[src/isa_diff_pkg.sv]
// Constants, encodings and carrier types for the implementation-difference decoder
package isa_diff_pkg;

  localparam int WAY_W = 2;

  // Major opcodes
  localparam logic [5:0] OPC_SPECIAL = 6'h00;
  localparam logic [5:0] OPC_COP0    = 6'h10;
  localparam logic [5:0] OPC_COP1X   = 6'h13;
  localparam logic [5:0] OPC_CACHE   = 6'h2f;
  localparam logic [5:0] OPC_PREFETCH_OP    = 6'h33;

  // Function and sub-field codes
  localparam logic [5:0] FN_SLL      = 6'h00;
  localparam logic [5:0] FN_SYNC     = 6'h0f;
  localparam logic [5:0] FN_PREFETCH_INDEXED_OP    = 6'h0f;
  localparam logic [5:0] FN_WAIT     = 6'h20;
  localparam logic [4:0] SA_SINGLE_ISSUE_NOOP    = 5'h01;
  localparam logic [4:0] SA_EHB      = 5'h03;
  localparam logic [4:0] RS_RDSHADOW = 5'h0a;
  localparam logic [4:0] RS_MFMC0    = 5'h0b;
  localparam logic [4:0] RS_WRSHADOW = 5'h0e;
  localparam logic [4:0] REG_ZERO    = 5'h00;
  localparam logic [4:0] SYNC_TYPE0  = 5'h00;
  localparam int         RS_CO_BIT   = 4;

  // Cache operation codes
  localparam logic [4:0] CO_I_IDX_INV    = 5'h00;
  localparam logic [4:0] CO_I_IDX_TAG_WR = 5'h08;
  localparam logic [4:0] CO_I_IDX_DAT_WR = 5'h1c;
  localparam logic [4:0] CO_D_IDX_WBINV  = 5'h01;
  localparam logic [4:0] CO_D_IDX_TAG_RD = 5'h05;
  localparam logic [4:0] CO_D_IDX_TAG_WR = 5'h09;
  localparam logic [4:0] CO_D_HIT_INV    = 5'h11;
  localparam logic [4:0] CO_D_HIT_WBINV  = 5'h15;
  localparam logic [4:0] CO_D_IDX_DAT_RD = 5'h19;
  localparam logic [4:0] CO_D_IDX_DAT_WR = 5'h1d;
  localparam logic [4:0] CO_S_IDX_WBINV  = 5'h03;
  localparam logic [4:0] CO_S_IDX_TAG_RD = 5'h07;
  localparam logic [4:0] CO_S_IDX_TAG_WR = 5'h0b;
  localparam logic [4:0] CO_S_HIT_WBINV  = 5'h13;
  localparam logic [4:0] CO_S_IDX_DAT_RD = 5'h1b;
  localparam logic [4:0] CO_S_IDX_DAT_WR = 5'h1f;
  localparam logic [2:0] CO_STORE_TOP    = 3'h7;

  typedef enum logic [2:0] {
    K_OTHER, K_NOP, K_WAIT, K_SHADOW_RD, K_SHADOW_WR, K_SYNC, K_CACHE, K_IRQ_CTL
  } instr_kind_e;

  typedef enum logic [1:0] {TGT_I, TGT_D, TGT_S, TGT_NONE} cache_tgt_e;

  typedef enum logic [3:0] {
    ACT_NONE, ACT_IDX_INV, ACT_IDX_WB_INV, ACT_IDX_TAG_RD, ACT_IDX_TAG_WR,
    ACT_HIT_INV, ACT_HIT_WB_INV, ACT_IDX_DAT_RD, ACT_IDX_DAT_WR
  } cache_act_e;

  typedef struct packed {
    logic [5:0] opc;
    logic [4:0] rs;
    logic [4:0] rt;
    logic [4:0] rd;
    logic [4:0] sa;
    logic [5:0] fn;
  } instr_s;

  typedef struct packed {
    logic             valid;
    cache_tgt_e       tgt;
    cache_act_e       act;
    logic [WAY_W-1:0] way;
  } cache_cmd_s;

  typedef struct packed {
    logic       valid;
    logic [4:0] src;
    logic [4:0] dst;
  } gpr_move_s;

  typedef struct packed {
    logic        valid;
    instr_kind_e kind;
    logic        exc_ri;
    logic        exc_cpu;
    cache_cmd_s  cache;
    gpr_move_s   move;
  } result_s;

endpackage : isa_diff_pkg

[src/isa_diff_decoder.sv]
// Decode/retire stage for instructions whose behaviour departs from the base ISA
`timescale 1ns/10ps
`default_nettype none
module isa_diff_decoder
  import isa_diff_pkg::*;
(
  input  wire logic                      clk_i,
  input  wire logic                      rst_b_i,
  input  wire logic                      instr_valid_i,
  input  wire isa_diff_pkg::instr_s      instr_i,
  input  wire logic                      sys_coproc_usable_bit_i,
  input  wire logic [isa_diff_pkg::WAY_W-1:0] vaddr_lo_i,
  input  wire logic                      mem_idle_i,
  output logic                           instr_ready_o,
  output isa_diff_pkg::result_s          result_o,
  output logic                           mem_hold_o
);
  import isa_diff_pkg::*;

  typedef enum logic {ST_RUN, ST_BARRIER} state_e;

  state_e     state_q;
  state_e     state_d;
  logic       accept;
  instr_kind_e kind;
  cache_tgt_e c_tgt;
  cache_act_e c_act;
  logic       sync_ok;
  logic       sync_bad_type;
  logic       sync_no_cu;
  result_s    result_d;

  // Classify one instruction word by its encoding
  function automatic instr_kind_e classify(input instr_s w);
    instr_kind_e k;
    k = K_OTHER;
    case (w.opc)
      OPC_PREFETCH_OP:
        k = K_NOP;
      OPC_COP1X:
        if (w.fn == FN_PREFETCH_INDEXED_OP)
          k = K_NOP;
      OPC_SPECIAL:
        if (w.fn == FN_SYNC)
          k = K_SYNC;
        else if (w.fn == FN_SLL && w.rs == REG_ZERO && w.rt == REG_ZERO &&
                 w.rd == REG_ZERO && (w.sa == SA_SINGLE_ISSUE_NOOP || w.sa == SA_EHB))
          k = K_NOP;
      OPC_COP0:
        if (w.rs[RS_CO_BIT] && w.fn == FN_WAIT)
          k = K_WAIT;
        else if (w.rs == RS_RDSHADOW)
          k = K_SHADOW_RD;
        else if (w.rs == RS_WRSHADOW)
          k = K_SHADOW_WR;
        else if (w.rs == RS_MFMC0)
          k = K_IRQ_CTL;
      OPC_CACHE:
        k = K_CACHE;
      default:
        k = K_OTHER;
    endcase
    return k;
  endfunction : classify

  cache_op_decode u_cache_op_decode (
    .cache_op_field_i (instr_i.rt),
    .tgt_o            (c_tgt),
    .act_o            (c_act)
  );

  // Handshake and barrier qualifiers
  assign accept        = instr_valid_i && instr_ready_o;
  assign kind          = classify(instr_i);
  assign sync_bad_type = (kind == K_SYNC) && (instr_i.sa != SYNC_TYPE0);
  assign sync_no_cu    = (kind == K_SYNC) && !sync_bad_type &&
                         !sys_coproc_usable_bit_i;
  assign sync_ok       = (kind == K_SYNC) && !sync_bad_type && sys_coproc_usable_bit_i;

  // Barrier sequencing: a good barrier parks the stage until memory drains
  always_comb
  begin
    state_d = state_q;
    case (state_q)
      ST_RUN:
        if (accept && sync_ok)
          state_d = ST_BARRIER;
      ST_BARRIER:
        if (mem_idle_i)
          state_d = ST_RUN;
      default:
        state_d = ST_RUN;
    endcase
  end

  always_ff @(posedge clk_i or negedge rst_b_i)
  begin
    if (!rst_b_i)
      state_q <= ST_RUN;
    else
      state_q <= state_d;
  end

  // Ready drops for the whole barrier so no later access can issue
  always_ff @(posedge clk_i or negedge rst_b_i)
  begin
    if (!rst_b_i)
    begin
      instr_ready_o <= 1'b0;
      mem_hold_o    <= 1'b0;
    end
    else
    begin
      instr_ready_o <= (state_d == ST_RUN);
      mem_hold_o    <= (state_d == ST_BARRIER);
    end
  end

  // Result word for the instruction taken this cycle
  always_comb
  begin
    result_d          = '0;
    result_d.kind     = kind;
    result_d.cache.tgt = TGT_NONE;
    result_d.cache.act = ACT_NONE;
    if (state_q == ST_BARRIER)
    begin
      // Barrier retires only once every earlier access has completed
      result_d.valid = mem_idle_i;
      result_d.kind  = K_SYNC;
    end
    else if (accept)
    begin
      result_d.valid = !sync_ok;
      case (kind)
        K_NOP, K_WAIT:
          result_d.kind = kind;
        K_SHADOW_RD, K_SHADOW_WR:
        begin
          // No shadow sets: both ends name the current register set
          result_d.move.valid = 1'b1;
          result_d.move.src   = instr_i.rt;
          result_d.move.dst   = instr_i.rd;
        end
        K_SYNC:
        begin
          result_d.exc_ri  = sync_bad_type;
          result_d.exc_cpu = sync_no_cu;
        end
        K_CACHE:
        begin
          // Unlisted codes leave cache state untouched
          result_d.cache.valid = (c_act != ACT_NONE);
          result_d.cache.tgt   = c_tgt;
          result_d.cache.act   = c_act;
          result_d.cache.way   = vaddr_lo_i;
        end
        K_IRQ_CTL:
          result_d.exc_ri = 1'b1;
        default:
          result_d.kind = K_OTHER;
      endcase
    end
  end

  always_ff @(posedge clk_i or negedge rst_b_i)
  begin
    if (!rst_b_i)
    begin
      result_o           <= '0;
      result_o.cache.tgt <= TGT_NONE;
      result_o.cache.act <= ACT_NONE;
    end
    else
      result_o <= result_d;
  end
endmodule : isa_diff_decoder
`default_nettype wire

[src/cache_op_decode.sv]
// Cache operation code decoder: target cache and action per op code
`timescale 1ns/10ps
`default_nettype none
module cache_op_decode
  import isa_diff_pkg::*;
(
  input  wire logic [4:0] cache_op_field_i,
  output cache_tgt_e      tgt_o,
  output cache_act_e      act_o
);

  // Full-code match; any code outside the table yields no action
  always_comb
  begin
    tgt_o = TGT_NONE;
    act_o = ACT_NONE;
    case (cache_op_field_i)
      CO_I_IDX_INV:    begin tgt_o = TGT_I; act_o = ACT_IDX_INV;    end
      CO_I_IDX_TAG_WR: begin tgt_o = TGT_I; act_o = ACT_IDX_TAG_WR; end
      CO_I_IDX_DAT_WR: begin tgt_o = TGT_I; act_o = ACT_IDX_DAT_WR; end
      CO_D_IDX_WBINV:  begin tgt_o = TGT_D; act_o = ACT_IDX_WB_INV; end
      CO_D_IDX_TAG_RD: begin tgt_o = TGT_D; act_o = ACT_IDX_TAG_RD; end
      CO_D_IDX_TAG_WR: begin tgt_o = TGT_D; act_o = ACT_IDX_TAG_WR; end
      CO_D_HIT_INV:    begin tgt_o = TGT_D; act_o = ACT_HIT_INV;    end
      CO_D_HIT_WBINV:  begin tgt_o = TGT_D; act_o = ACT_HIT_WB_INV; end
      CO_D_IDX_DAT_RD: begin tgt_o = TGT_D; act_o = ACT_IDX_DAT_RD; end
      CO_D_IDX_DAT_WR: begin tgt_o = TGT_D; act_o = ACT_IDX_DAT_WR; end
      CO_S_IDX_WBINV:  begin tgt_o = TGT_S; act_o = ACT_IDX_WB_INV; end
      CO_S_IDX_TAG_RD: begin tgt_o = TGT_S; act_o = ACT_IDX_TAG_RD; end
      CO_S_IDX_TAG_WR: begin tgt_o = TGT_S; act_o = ACT_IDX_TAG_WR; end
      CO_S_HIT_WBINV:  begin tgt_o = TGT_S; act_o = ACT_HIT_WB_INV; end
      CO_S_IDX_DAT_RD: begin tgt_o = TGT_S; act_o = ACT_IDX_DAT_RD; end
      CO_S_IDX_DAT_WR: begin tgt_o = TGT_S; act_o = ACT_IDX_DAT_WR; end
      default:         begin tgt_o = TGT_NONE; act_o = ACT_NONE; end
    endcase
  end

endmodule : cache_op_decode
`default_nettype wire

[config.mk]
export PLATFORM = sky130hd
export DESIGN_NAME = isa_diff_decoder
export DESIGN_NICKNAME = d
export VERILOG_FILES = /design/src/isa_diff_pkg.sv /design/src/isa_diff_decoder.sv /design/src/cache_op_decode.sv
export SDC_FILE = /design/constraint.sdc
export NUM_CORES = 1
export LEC_CHECK = 0
export BUFFER_PORTS_ARGS = -buffer_cell sky130_fd_sc_hd__buf_2
export CAP_MARGIN = 0
export CORE_AREA = 5 5 78 80
export DETAILED_ROUTE_END_ITERATION = 6
export DIE_AREA = 0 0 83 85
export PLACE_DENSITY = 0.65
export SYNTH_ARGS = -nofsm -noshare
export SYNTH_HDL_FRONTEND = slang
export SYNTH_SLANG_ARGS = --single-unit
export TNS_END_PERCENT = 5
[constraint.sdc]
create_clock -name clk_i -period 1.5 [get_ports clk_i]
set_input_delay 0.075 -clock clk_i [delete_from_list [all_inputs] [get_ports clk_i]]
set_output_delay 0.075 -clock clk_i [all_outputs]
set_load 0.02 [all_outputs]
==> metrics.md, run 1 <==
| Metric | Value |
|---|---|
| Result of the run | complete, but fails checks |
| Failing checks | negative setup slack |
| Die area | 0.00706 sq mm |
| Die Span X | 83 microns |
| Final Skew | 0.00234 ns |
| Initial DRC Count | around 120 |
| Post-DP HPWL | 3420 microns |
| Synth async-reset ratio | 1.00 |
| Later-pin clock latency in the skew report | 0.27 ns |
| Syn avg cell area | between 10 and 15 sq um |
| NumNets Final | 300 |
| Total gr overflow | 0 |
| Crit Path Class | input pin to flip-flop |
| Area share of the largest cell type after synthesis | 0.427 |
| DRC viols | 0 |
| WP data required | 1.70 ns |
| Pwr Density | 670 mW/mm^2 |
| Max-slew violations | 0 |
| Fmax | 573 MHz |
| I/O pins | 67 |
| R2R Setup Slk | -0.17 ns |
| Worst setup SP type | input pin |
| Most numerous cell in the Yosys netlist | dfrtp_1 |
| Mapped Cells | 146 |
| Rel. slew slack | 0.608 |
| Synthesis-to-finish area growth | 57.1% |
| Setup bufs post-CTS | 0 |
| Core area | around 0.0053 sq mm |
| Top cells by count, synth | dfrtp_1 (26), nand2_1 (11), nor3_1 (10) |
| Tot Pwr | 1.60 mW |
| Core Rows | 27 |
| Die H | 85 microns |
| Setup TNS | -2.55 ns |
| DR vias | 1510 |
| Post-layout min period | 1.75 ns |
| Layout cell share with drive strength beyond 1 | 0.520 |
| Worst Path Arrival | 1.95 ns |
| WHS Path Cells | 2 |
| Tcrit/Tclk final | 1.16 |
| CP max FO | 10 |
| Max-cap violations | 0 |
| GP Congestion | 0.936 |
| RSZ-0062 raised after global routing | true |
| Sequential area share after synthesis | 0.461 |
| Pin count of the biggest net entering global routing | 29 |
| RR Endpoint | result_o[1] |
| Worst hold path class | input pin to flip-flop |
| Warning count from the yosys run | 0 |
| Top Family by Delay on Critical Path | simple AND/OR/NAND/NOR gates |
| Final hold violations | 0 |
| EDFF count, synth | 0 |
| #FFs+latches synth | 28 |
| Worst Setup Slack, final | -0.246 ns |
| Final setup viols | 18 |
| Ys flop type | dfrtp_1 |
| Vias in the first global route | about 1500 |
| Top cell type by total area after synthesis | dfrtp_1 |
| Routed wire length | approximately 4200 microns |
| Critical Path Max Stage Delay | 0.43 ns |
| Initial Util | 0.286 |
| Fillers | 565 |
| R2R cell count | 6 |
| Crit-path slowest cell | or4_4 |
| Lkg Pwr | 1.21 nW |
| Pre-Repair DR Iteration Count | 7 |
| CP Buf/Inv Count | 2 |
| Final ANT Viol Nets | 0 |
| Fin area | 0.00240 sq mm |
| CTS Buf Count | 3 |
| H-tree depth | 1 |
| Hold EP | result_o[11] |
| Clock buffer depth | 2 |
| Area contributors post-synth | dfrtp_1 (43%), ha_1 (4.9%), a21boi_2 (4.4%) |
| Synth unique cells | 50 |
| Initial antenna violation count | 0 |
| Area post-placement | 0.00225 sq mm |
| Mapped Area | 0.00153 sq mm |
| Routed vias/inst | 4.63 |
| Cell chain of the critical path | buf_6 > or2_1 > or4_4 > or3_4 > a2111o_1 > buf_12 > a21boi_2 |
| WL/cell | 12.8 microns |
| PortBufs | 66 |
| Clock sink count | 28 |
| Hold Crit Start | vaddr_lo_i[0] |
| Mapped Nets | 191 |
| CTS tree | built |
| Worst R2R Start | instr_ready_o |
| GRT Total Usage | 0.116 |
| First-pass GRT wire length | 6910 microns |
| Setup crit end kind | flip-flop |
| Clock root buffer | clkbuf_8 |
| Worst slew pin tran | 0.588 ns |
| CTS clk-pin slew, worst paths | ~0.090 ns |
| VDD IR-drop max | between 400 and 500 uV |
| Antenna fix cells | 0 |
==> worst max path at each step <==
stage / to / slack [ns] / cells after the start / from
floorplan: result_o[7] / -0.37 / 6 / instr_i[29]
global placement: result_o[9] / -0.51 / 7 / instr_i[29]
detailed placement: result_o[8] / -0.53 / 7 / instr_i[29]
CTS: result_o[1] / -0.25 / 7 / instr_i[29]
global route: result_o[1] / -0.29 / 7 / instr_i[29]
finish: result_o[1] / -0.25 / 7 / instr_i[29]
==> what timing repair did <==
item	CTS	global route
endpoints found under the hold margin	27	0
setup endpoints to repair	24	25
hold buffers	2	0
resized for setup	4	5
pin swaps	6	2
==> worst register-to-register path, stage by stage, from the launching register on <==
cell,delay [ns]
dfrtp_1,0.35
nand2_1,0.07
or2_2,0.30
a311oi_1,0.31
nand4_1,0.23
buf_12,0.21
a21boi_2,0.13
==> per-stage QoR <==
stage / hold slack, ns / setup WS (ns) / instances / utilization
detailed placement: 0.122 / -0.534 / 320 / 0.422
finish: 0.0492 / -0.246 / 326 / 0.449
global placement: 0.112 / -0.508 / 320 / 0.422
global route: 0.0383 / -0.292 / 326 / 0.449
CTS: 0.0470 / -0.245 / 326 / 0.443
floorplan: -0.221 / -0.369 / 146 / -
==> flip-flops by register name, summed over array words and instances, names as in the netlist <==
| name | count |
|---|---|
| result_o | 26 |
| instr_ready_o | 1 |
| mem_hold_o | 1 |
==> area by class of cell <==
class / count / area [sq um] / area share
flip-flops and latches: 28 / 703 / 0.293
multi-input cells: 109 / 823 / 0.344
inverters: 4 / 15.0 / 0.00627
clock inverters: 1 / 30.0 / 0.0125
clock buffers: 3 / 41.3 / 0.0172
repair buffers: 109 / 693 / 0.289
well taps: 72 / 90.1 / 0.0376
==> power breakdown <==
group	total [mW]	leakage (nW)	switching (mW)	internal, mW
Combinational	0.264	0.799	0.126	0.138
Clock	0.581	0.0357	0.224	0.357
Sequential	0.759	0.377	0.000829	0.758
Total	1.60	1.21	0.352	1.25
==> cells by family (layout without fill, tap and decap cells) <==
group,Yosys count,in the layout,synth area share
AOI/OAI and AO/OA,38,38,0.205
xor gates and xnor gates,1,1,0.00574
adders and majority gates,6,6,0.0492
buffers and inverters,9,117,0.0279
DFF,28,28,0.461
muxes,2,2,0.0131
and+or+nand+nor,62,62,0.238
==> routing by layer <==
metal  wire length [microns]  vias up  GRT usage
met2                    2010       45      0.195
met5                       0        -          0
met1                    1870      693      0.149
met4                      61        0     0.0446
met3                     234        4     0.0204
li1                        -      768          -
==> cell usage in the layout, fill, tap and decap left out, types with 2 or more instances in the layout <==
master / synthesis / final
nand2_1: 11 / 11
a21oi_2: 3 / 3
dlygate4sd3_1: 0 / 2
buf_12: 0 / 2
nor3b_1: 4 / 4
nor2_1: 9 / 9
nor4_1: 4 / 3
buf_6: 1 / 2
buf_4: 0 / 38
nor3_1: 10 / 9
a211oi_1: 2 / 2
a2111o_1: 2 / 2
o21ai_0: 3 / 3
a21boi_0: 2 / 2
a41oi_1: 2 / 2
dfrtp_1: 26 / 26
ha_1: 6 / 6
a21boi_2: 6 / 6
inv_1: 4 / 4
mux2i_1: 2 / 2
and2_1: 2 / 2
or3_1: 3 / 3
a21oi_1: 4 / 4
or2_2: 2 / 2
buf_2: 1 / 65
nand4b_1: 2 / 2
clkbuf_8: 0 / 3
nand4_1: 3 / 3
dfstp_2: 2 / 2
a2bb2oi_1: 2 / 2
a31oi_1: 3 / 3
(Power assumes the default switching activity.)
==> inputs of run 2 (changes only) <==
PLACE_DENSITY = 0.51   (was 0.65)
==> run 2 against run 1 <==
Compared with the run above: the flow still finishes with violations (negative setup slack); cell count rose by 1.2%; sequential share of layout area fell by 0.061 points; non-clock buffer count rose by 4; largest power group unchanged; wire length rose by 0.91%.
==> metrics.md, run 2 (synthesis gave the netlist of run 1 again) <==
| Metric | Value |
|---|---|
| Result of the run | complete, but fails checks (unchanged) |
| Failing checks | negative setup slack (unchanged) |
| Met1 WL | 1940 microns (was 1870 microns) |
| Largest register by flop count | result_o (unchanged) |
| DRC viols | 0 (unchanged) |
| Reg power frac | 0.530 (was 0.473) |
| Clk pwr share | 0.284 (was 0.362) |
| GP Congestion | 0.822 (was 0.936) |
| Die H | 85 microns (unchanged) |
| RSZ-0062 raised after global routing | true (unchanged) |
| RR Endpoint | result_o[0] (was result_o[1]) |
| NumNets Final | 304 (was 300) |
| Clock buffer depth | 2 (unchanged) |
| CTS Buf Count | 3 (unchanged) |
| Rel. slew slack | 0.600 (was 0.608) |
| Cell Int Power | 1.09 mW (was 1.25 mW) |
| Post-DP HPWL | 3570 microns (was 3420 microns) |
| Clock sink count | 28 (unchanged) |
| Cell chain of the critical path | buf_6 > or2_1 > or4_4 > or3_4 > a2111o_1 > buf_12 > a21oi_2 (was buf_6 > or2_1 > or4_4 > or3_4 > a2111o_1 > buf_12 > a21boi_2) |
| Fin area | 0.00240 sq mm (about the same) |
| Initial Util | 0.286 (unchanged) |
| Worst R2R Start | instr_ready_o (unchanged) |
| First-pass GRT wire length | 7020 microns (was 6910 microns) |
| Pwr Density | 597 mW/mm^2 (was 670 mW/mm^2) |
| Total gr overflow | 0 (unchanged) |
| Fmax | 572 MHz (was 573 MHz) |
| Fillers | 558 (was 565) |
| Worst slew pin tran | 0.600 ns (was 0.588 ns) |
| Core area | 0.00534 sq mm (unchanged) |
| Worst setup path start | instr_i[29] (unchanged) |
| Tcrit/Tclk final | 1.17 (was 1.16) |
| Commonest cells after routing, fill and taps aside | buf_2 (64), buf_4 (42), dfrtp_1 (26) (was buf_2 (65), buf_4 (38), dfrtp_1 (26)) |
| Comb pwr share | 0.186 (was 0.165) |
| Pre-Repair DR Iteration Count | 4 (was 7) |
| CP endpoint | result_o[6] (was result_o[1]) |
| Final hold slack | 0.0587 ns (was 0.0492 ns) |
| R2R cell count | 6 (unchanged) |
| Lkg Pwr | 1.22 nW (was 1.21 nW) |
| Routed wl met2 | 1920 microns (was 2010 microns) |
| PortBufs | 66 (unchanged) |
| Max-slew violations | 0 (unchanged) |
| Net Switching | 0.342 mW (was 0.352 mW) |
| Top layer in use | met4 (unchanged) |
| Switching part of the total | 0.239 (was 0.219) |
| VDD IR-drop max | 295 uV (was 415 uV) |
| Worst setup SP type | input pin (unchanged) |
| Final core utilization | 0.450 (was 0.449) |
| I/O pins | 67 (unchanged) |
| Max-cap violations | 0 (unchanged) |
| Layout cell share with drive strength beyond 1 | 0.527 (was 0.520) |
| DR vias | 1524 (was 1510) |
| Synthesis-to-finish area growth | 57.4% (was 57.1%) |
| WP data required | 1.70 ns (about the same) |
| Crit Path Class | input pin to flip-flop (unchanged) |
| CP max FO | 10 (unchanged) |
| Setup crit end kind | flip-flop (unchanged) |
| Worst Path Arrival | 1.95 ns (about the same) |
| Core Rows | 27 (unchanged) |
| Top Registers | result_o: 26 flops, instr_ready_o: 1 flops, mem_hold_o: 1 flops (unchanged) |
| Post-layout min period | 1.75 ns (about the same) |
| Later-pin clock latency in the skew report | 0.27 ns (about the same) |
| Vias in the first global route | 1517 (was 1530) |
| Antenna fix cells | 0 (unchanged) |
| Pin count of the biggest net entering global routing | 29 (unchanged) |
| Die area | 0.00706 sq mm (unchanged) |
| Initial antenna violation count | 0 (unchanged) |
| Worst hold path class | input pin to flip-flop (unchanged) |
| Worst Setup Slack, final | -0.250 ns (was -0.246 ns) |
| Hold Crit Start | instr_i[12] (was vaddr_lo_i[0]) |
| CTS tree | built (unchanged) |
| Routed wire length | 4210 microns (was 4180 microns) |
| Clock root buffer | clkbuf_8 (unchanged) |
| H-tree depth | 1 (unchanged) |
| Die Span X | 83 microns (unchanged) |
| Area post-placement | 0.00227 sq mm (was 0.00225 sq mm) |
| Final setup viols | 19 (was 18) |
| WL/cell | 12.8 microns (about the same) |
| R2R Setup Slk | -0.14 ns (was -0.17 ns) |
| Final ANT Viol Nets | 0 (unchanged) |
| Commonest non-fill, non-tap cell in the layout | buf_2 (unchanged) |
| Max FFs per register | 26 (unchanged) |
| GRT Total Usage | 0.120 (was 0.116) |
| Final hold violations | 0 (unchanged) |
| Routed vias/inst | 4.62 (was 4.63) |
| Final Skew | 0.00789 ns (was 0.00234 ns) |
| Initial DRC Count | 38 (was 122) |
| Crit-path slowest cell | a2111o_1 (was or4_4) |
| CTS clk-pin slew, worst paths | 0.09 ns (about the same) |
| Critical Path Max Stage Delay | 0.44 ns (was 0.43 ns) |
| Routed wl met3 | 203 microns (was 234 microns) |
[run 2: through the flow]
step           TNS, ns  power (mW)  std cells  setup WS [ns]
6_report         -2.69        1.43        330         -0.250
5_1_grt          -4.17        1.52        330         -0.325
3_5_place_dp    -11.19        1.03        323         -0.535
3_3_place_gp    -10.94        1.03        323         -0.512
2_1_floorplan    -5.71       0.862        146         -0.369
4_1_cts          -2.80        1.44        329         -0.240
[run 2: critical path, delay by kind of cell]
kind                   cells  cell delay (ns)
AOI/OAI and AO/OA          2             0.57
and+or+nand+nor            3             1.04
buffers and inverters      2             0.26
[run 2: worst min path at each step]
| stage | to | slack [ns] | depth (start not counted) |
|---|---|---|---|
| global route | result_o[4] | 0.04 | 2 |
| finish | result_o[1] | 0.06 | 2 |
| global placement | instr_ready_o | 0.12 | 1 |
| CTS | result_o[1] | 0.05 | 2 |
| detailed placement | instr_ready_o | 0.12 | 1 |
| floorplan | instr_ready_o | -0.22 | 0 |
[run 2: final cells by class]
class	instances	area, sq um	share of cell area
clock buffer	4	45.0	0.0188
multi-input combinational	109	818	0.341
timing repair buffer	113	729	0.304
inverter	4	15.0	0.00625
sequential	28	703	0.293
tap	72	90.1	0.0375
[run 2: power by group through the flow]
stage               Combinational (mW)  Clock [mW]  Sequential (mW)
finish                           0.267       0.406            0.759
global route                     0.298       0.458            0.759
CTS                              0.266       0.419            0.759
detailed placement               0.259           0            0.774
global placement                 0.260           0            0.774
floorplan                       0.0839           0            0.778
[run 2: routing by layer]
metal / vias up / GRT usage
met5: - / 0
met4: 0 / 0.0698
met1: 680 / 0.154
met2: 50 / 0.192
li1: 782 / -
met3: 12 / 0.0155
[run 2: what timing repair did]
item / in CTS / in global routing
pin swaps: 3 / 4
gates resized for setup: 4 / 6
endpoints found under the setup margin: 24 / 24
buffers inserted: 0 / 1
endpoints found under the hold margin: 27 / 0
hold buffers: 2 / 0
==> inputs of run 3 (changes only) <==
CORE_AREA = 5 5 99 64   (was 5 5 78 80)
DIE_AREA = 0 0 104 69   (was 0 0 83 85)
RECOVER_POWER = 100   (was unset)
==> run 3 against run 2 <==
Compared with the run above: the run still ends with negative setup slack left; register-to-register slack improved by 0.02 ns; sequential share of layout area increased by 0.54 points; utilization decreased by 1.0 points; non-clock buffer count decreased by 4; global-route usage increased by 0.51 points; total power increased by 12%; die area increased by 1.7%; combinational power about the same; hold slack got worse by 0.0073 ns; first-iteration DRC count decreased by 47%; cell count decreased by 2.1%; critical path type unchanged; largest power group unchanged.
==> metrics.md, run 3 (synthesis gave the netlist of run 1 again) <==
| Metric | Value |
|---|---|
| Core area | 0.00536 sq mm (was 0.00534 sq mm) |
| Post-layout min period | 1.71 ns (was 1.75 ns) |
| Final hold violations | 0 (unchanged) |
| Critical Path Max Stage Delay | 0.45 ns (was 0.44 ns) |
| Worst hold path class | input pin to flip-flop (unchanged) |
| Final Skew | 0.00954 ns (was 0.00789 ns) |
| Worst Path Arrival | 1.93 ns (was 1.95 ns) |
| Final core utilization | 0.440 (was 0.450) |
| Worst slew pin tran | 0.672 ns (was 0.600 ns) |
| Pre-Repair DR Iteration Count | 4 (unchanged) |
| Core Rows | 21 (was 27) |
| I/O pins | 67 (unchanged) |
| Lkg Pwr | 1.09 nW (was 1.22 nW) |
| Tcrit/Tclk final | 1.14 (was 1.17) |
| Comb pwr share | 0.167 (was 0.186) |
| Crit Path Class | input pin to flip-flop (unchanged) |
| Worst setup SP type | input pin (unchanged) |
| Area of the multi-input gates | 835 sq um (was 818 sq um) |
| Initial Util | 0.285 (was 0.286) |
| CP most frequent cell | buf_6 |
| Max FFs per register | 26 (unchanged) |
| Hold Crit Start | instr_i[11] (was instr_i[12]) |
| Net Switching | 0.357 mW (was 0.342 mW) |
| Vias in the first global route | 1521 (was 1517) |
| H-tree depth | 1 (unchanged) |
| CTS tree | built (unchanged) |
| Worst R2R Start | instr_ready_o (unchanged) |
| Switching part of the total | 0.222 (was 0.239) |
| CP max FO | 11 (was 10) |
| Fmax | 584 MHz (was 572 MHz) |
| Total gr overflow | 0 (unchanged) |
| Later-pin clock latency in the skew report | 0.27 ns (about the same) |
| RSZ-0062 raised after global routing | true (unchanged) |
| Reg power frac | 0.471 (was 0.530) |
| Initial DRC Count | 20 (was 38) |
| CP endpoint | result_o[1] (was result_o[6]) |
| Failing checks | negative setup slack (unchanged) |
| Final hold slack | 0.0514 ns (was 0.0587 ns) |
| Clock buffer depth | 2 (unchanged) |
| Routed wire length | 4450 microns (was 4210 microns) |
| Synthesis-to-finish area growth | 54.6% (was 57.4%) |
| Pin count of the biggest net entering global routing | 29 (unchanged) |
| CTS Buf Count | 3 (unchanged) |
| Max-slew violations | 0 (unchanged) |
| Top Registers | result_o: 26 flops, instr_ready_o: 1 flops, mem_hold_o: 1 flops (unchanged) |
| GP Congestion | 0.820 (was 0.822) |
| Clock root buffer | clkbuf_8 (unchanged) |
| Commonest cells after routing, fill and taps aside | buf_2 (36), buf_4 (36), clkbuf_1 (28) (was buf_2 (64), buf_4 (42), dfrtp_1 (26)) |
| Clock sink count | 28 (unchanged) |
| WP data required | 1.71 ns (was 1.70 ns) |
| Routed vias/inst | 4.61 (was 4.62) |
| Final ANT Viol Nets | 0 (unchanged) |
| WL/cell | 13.8 microns (was 12.8 microns) |
| Initial antenna violation count | 0 (unchanged) |
| Max-cap violations | 0 (unchanged) |
| Antenna fix cells | 0 (unchanged) |
| Fillers | 560 (was 558) |
| GRT Total Usage | 0.125 (was 0.120) |
| Worst Setup Slack, final | -0.213 ns (was -0.250 ns) |
| R2R cell count | 6 (unchanged) |
| Layout cell share with drive strength beyond 1 | 0.425 (was 0.527) |
| Pwr Density | 683 mW/mm^2 (was 597 mW/mm^2) |
| Crit-path slowest cell | or4_4 (was a2111o_1) |
| Die Span X | 104 microns (was 83 microns) |
| RR Endpoint | result_o[8] (was result_o[0]) |
| Cell chain of the critical path | buf_6 > or2_4 > or4_4 > or3_4 > a2111o_1 > buf_6 > a21boi_2 (was buf_6 > or2_1 > or4_4 > or3_4 > a2111o_1 > buf_12 > a21oi_2) |
| NumNets Final | 300 (was 304) |
| Seq. cell area | 703 sq um (unchanged) |
| Cell Int Power | 1.25 mW (was 1.09 mW) |
| Final setup viols | 19 (unchanged) |
| DR vias | 1490 (was 1524) |
| Setup crit end kind | flip-flop (unchanged) |
| Clk pwr share | 0.362 (was 0.284) |
| Rel. slew slack | 0.552 (was 0.600) |
| Die area | 0.00718 sq mm (was 0.00706 sq mm) |
| Post-DP HPWL | 3640 microns (was 3570 microns) |
| CTS clk-pin slew, worst paths | 0.10 ns (was 0.09 ns) |
| First-pass GRT wire length | 7420 microns (was 7020 microns) |
| Worst setup path start | instr_i[29] (unchanged) |
| Tot Pwr | 1.61 mW (was 1.43 mW) |
| Result of the run | complete, but fails checks (unchanged) |
| Die H | 69 microns (was 85 microns) |
| R2R Setup Slk | -0.12 ns (was -0.14 ns) |
| DRC viols | 0 (unchanged) |
| Largest register by flop count | result_o (unchanged) |
| VDD IR-drop max | 401 uV (was 295 uV) |
| PortBufs | 66 (unchanged) |
## run 3: cell count changes in the layout (fill, tap and decap cells not counted), moves of 2 or more
cell	previous run	this run
buf_2	64	36
clkbuf_1	1	28
buf_4	42	36
and2_1	2	0
and2_4	0	2
clkbuf_2	0	2
nor3_1	8	10
nor3_2	2	0
## run 3: per-stage QoR
stage	TNS [ns]	instances	worst slack [ns]	instance area, sq um
2_1_floorplan	-5.71	146	-0.369	1530
3_3_place_gp	-11.30	317	-0.555	2230
3_5_place_dp	-11.31	317	-0.569	2230
4_1_cts	-2.95	322	-0.208	2340
5_1_grt	-3.81	323	-0.256	2360
6_report	-3.06	323	-0.213	2360
## run 3: routing by layer
layer / routed length (microns) / share of wire / vias up / global-route usage
li1: - / - / 768 / -
met1: 2300 / 0.52 / 682 / 0.185
met2: 1890 / 0.42 / 38 / 0.177
met3: 235 / 0.053 / 2 / 0.0364
met4: 30 / 0.0067 / 0 / 0.0302
met5: 0 / 0 / - / 0
## run 3: cell type report
class                           count  area share
Sequential cell                    28       0.298
Inverter                            4     0.00637
Multi-Input combinational cell    109       0.354
Timing Repair Buffer              109       0.274
Clock inverter                      1      0.0127
Tap cell                           69      0.0366
Clock buffer                        3      0.0175
## run 3: worst min path at each step
stage	to	cells past startpoint
6_report	result_o[0]	2
5_1_grt	result_o[12]	2
4_1_cts	result_o[20]	2
3_5_place_dp	result_o[22]	1
3_3_place_gp	result_o[22]	1
2_1_floorplan	instr_ready_o	0
## run 3: power groups by stage
stage                     sequential, mW  combinational [mW]  clock, mW
after global placement             0.773               0.254          0
final                              0.759               0.268      0.582
after detailed placement           0.773               0.255          0
after global routing               0.759               0.299      0.642
after floorplan                    0.778              0.0839          0
after CTS                          0.759               0.262      0.607
## run 3: worst max-delay path, delay by kind of cell
family                 cells  cell delay (ns)
buffers and inverters      2             0.26
AOI/OAI and AO/OA          2             0.52
and+or+nand+nor            3             1.07
## run 3: timing repair
action	CTS	global route
resized for setup	7	7
pin swaps	6	1
buffers inserted	0	0
hold buffers	1	1
endpoints found under the hold margin	26	1
setup endpoints to repair	23	24
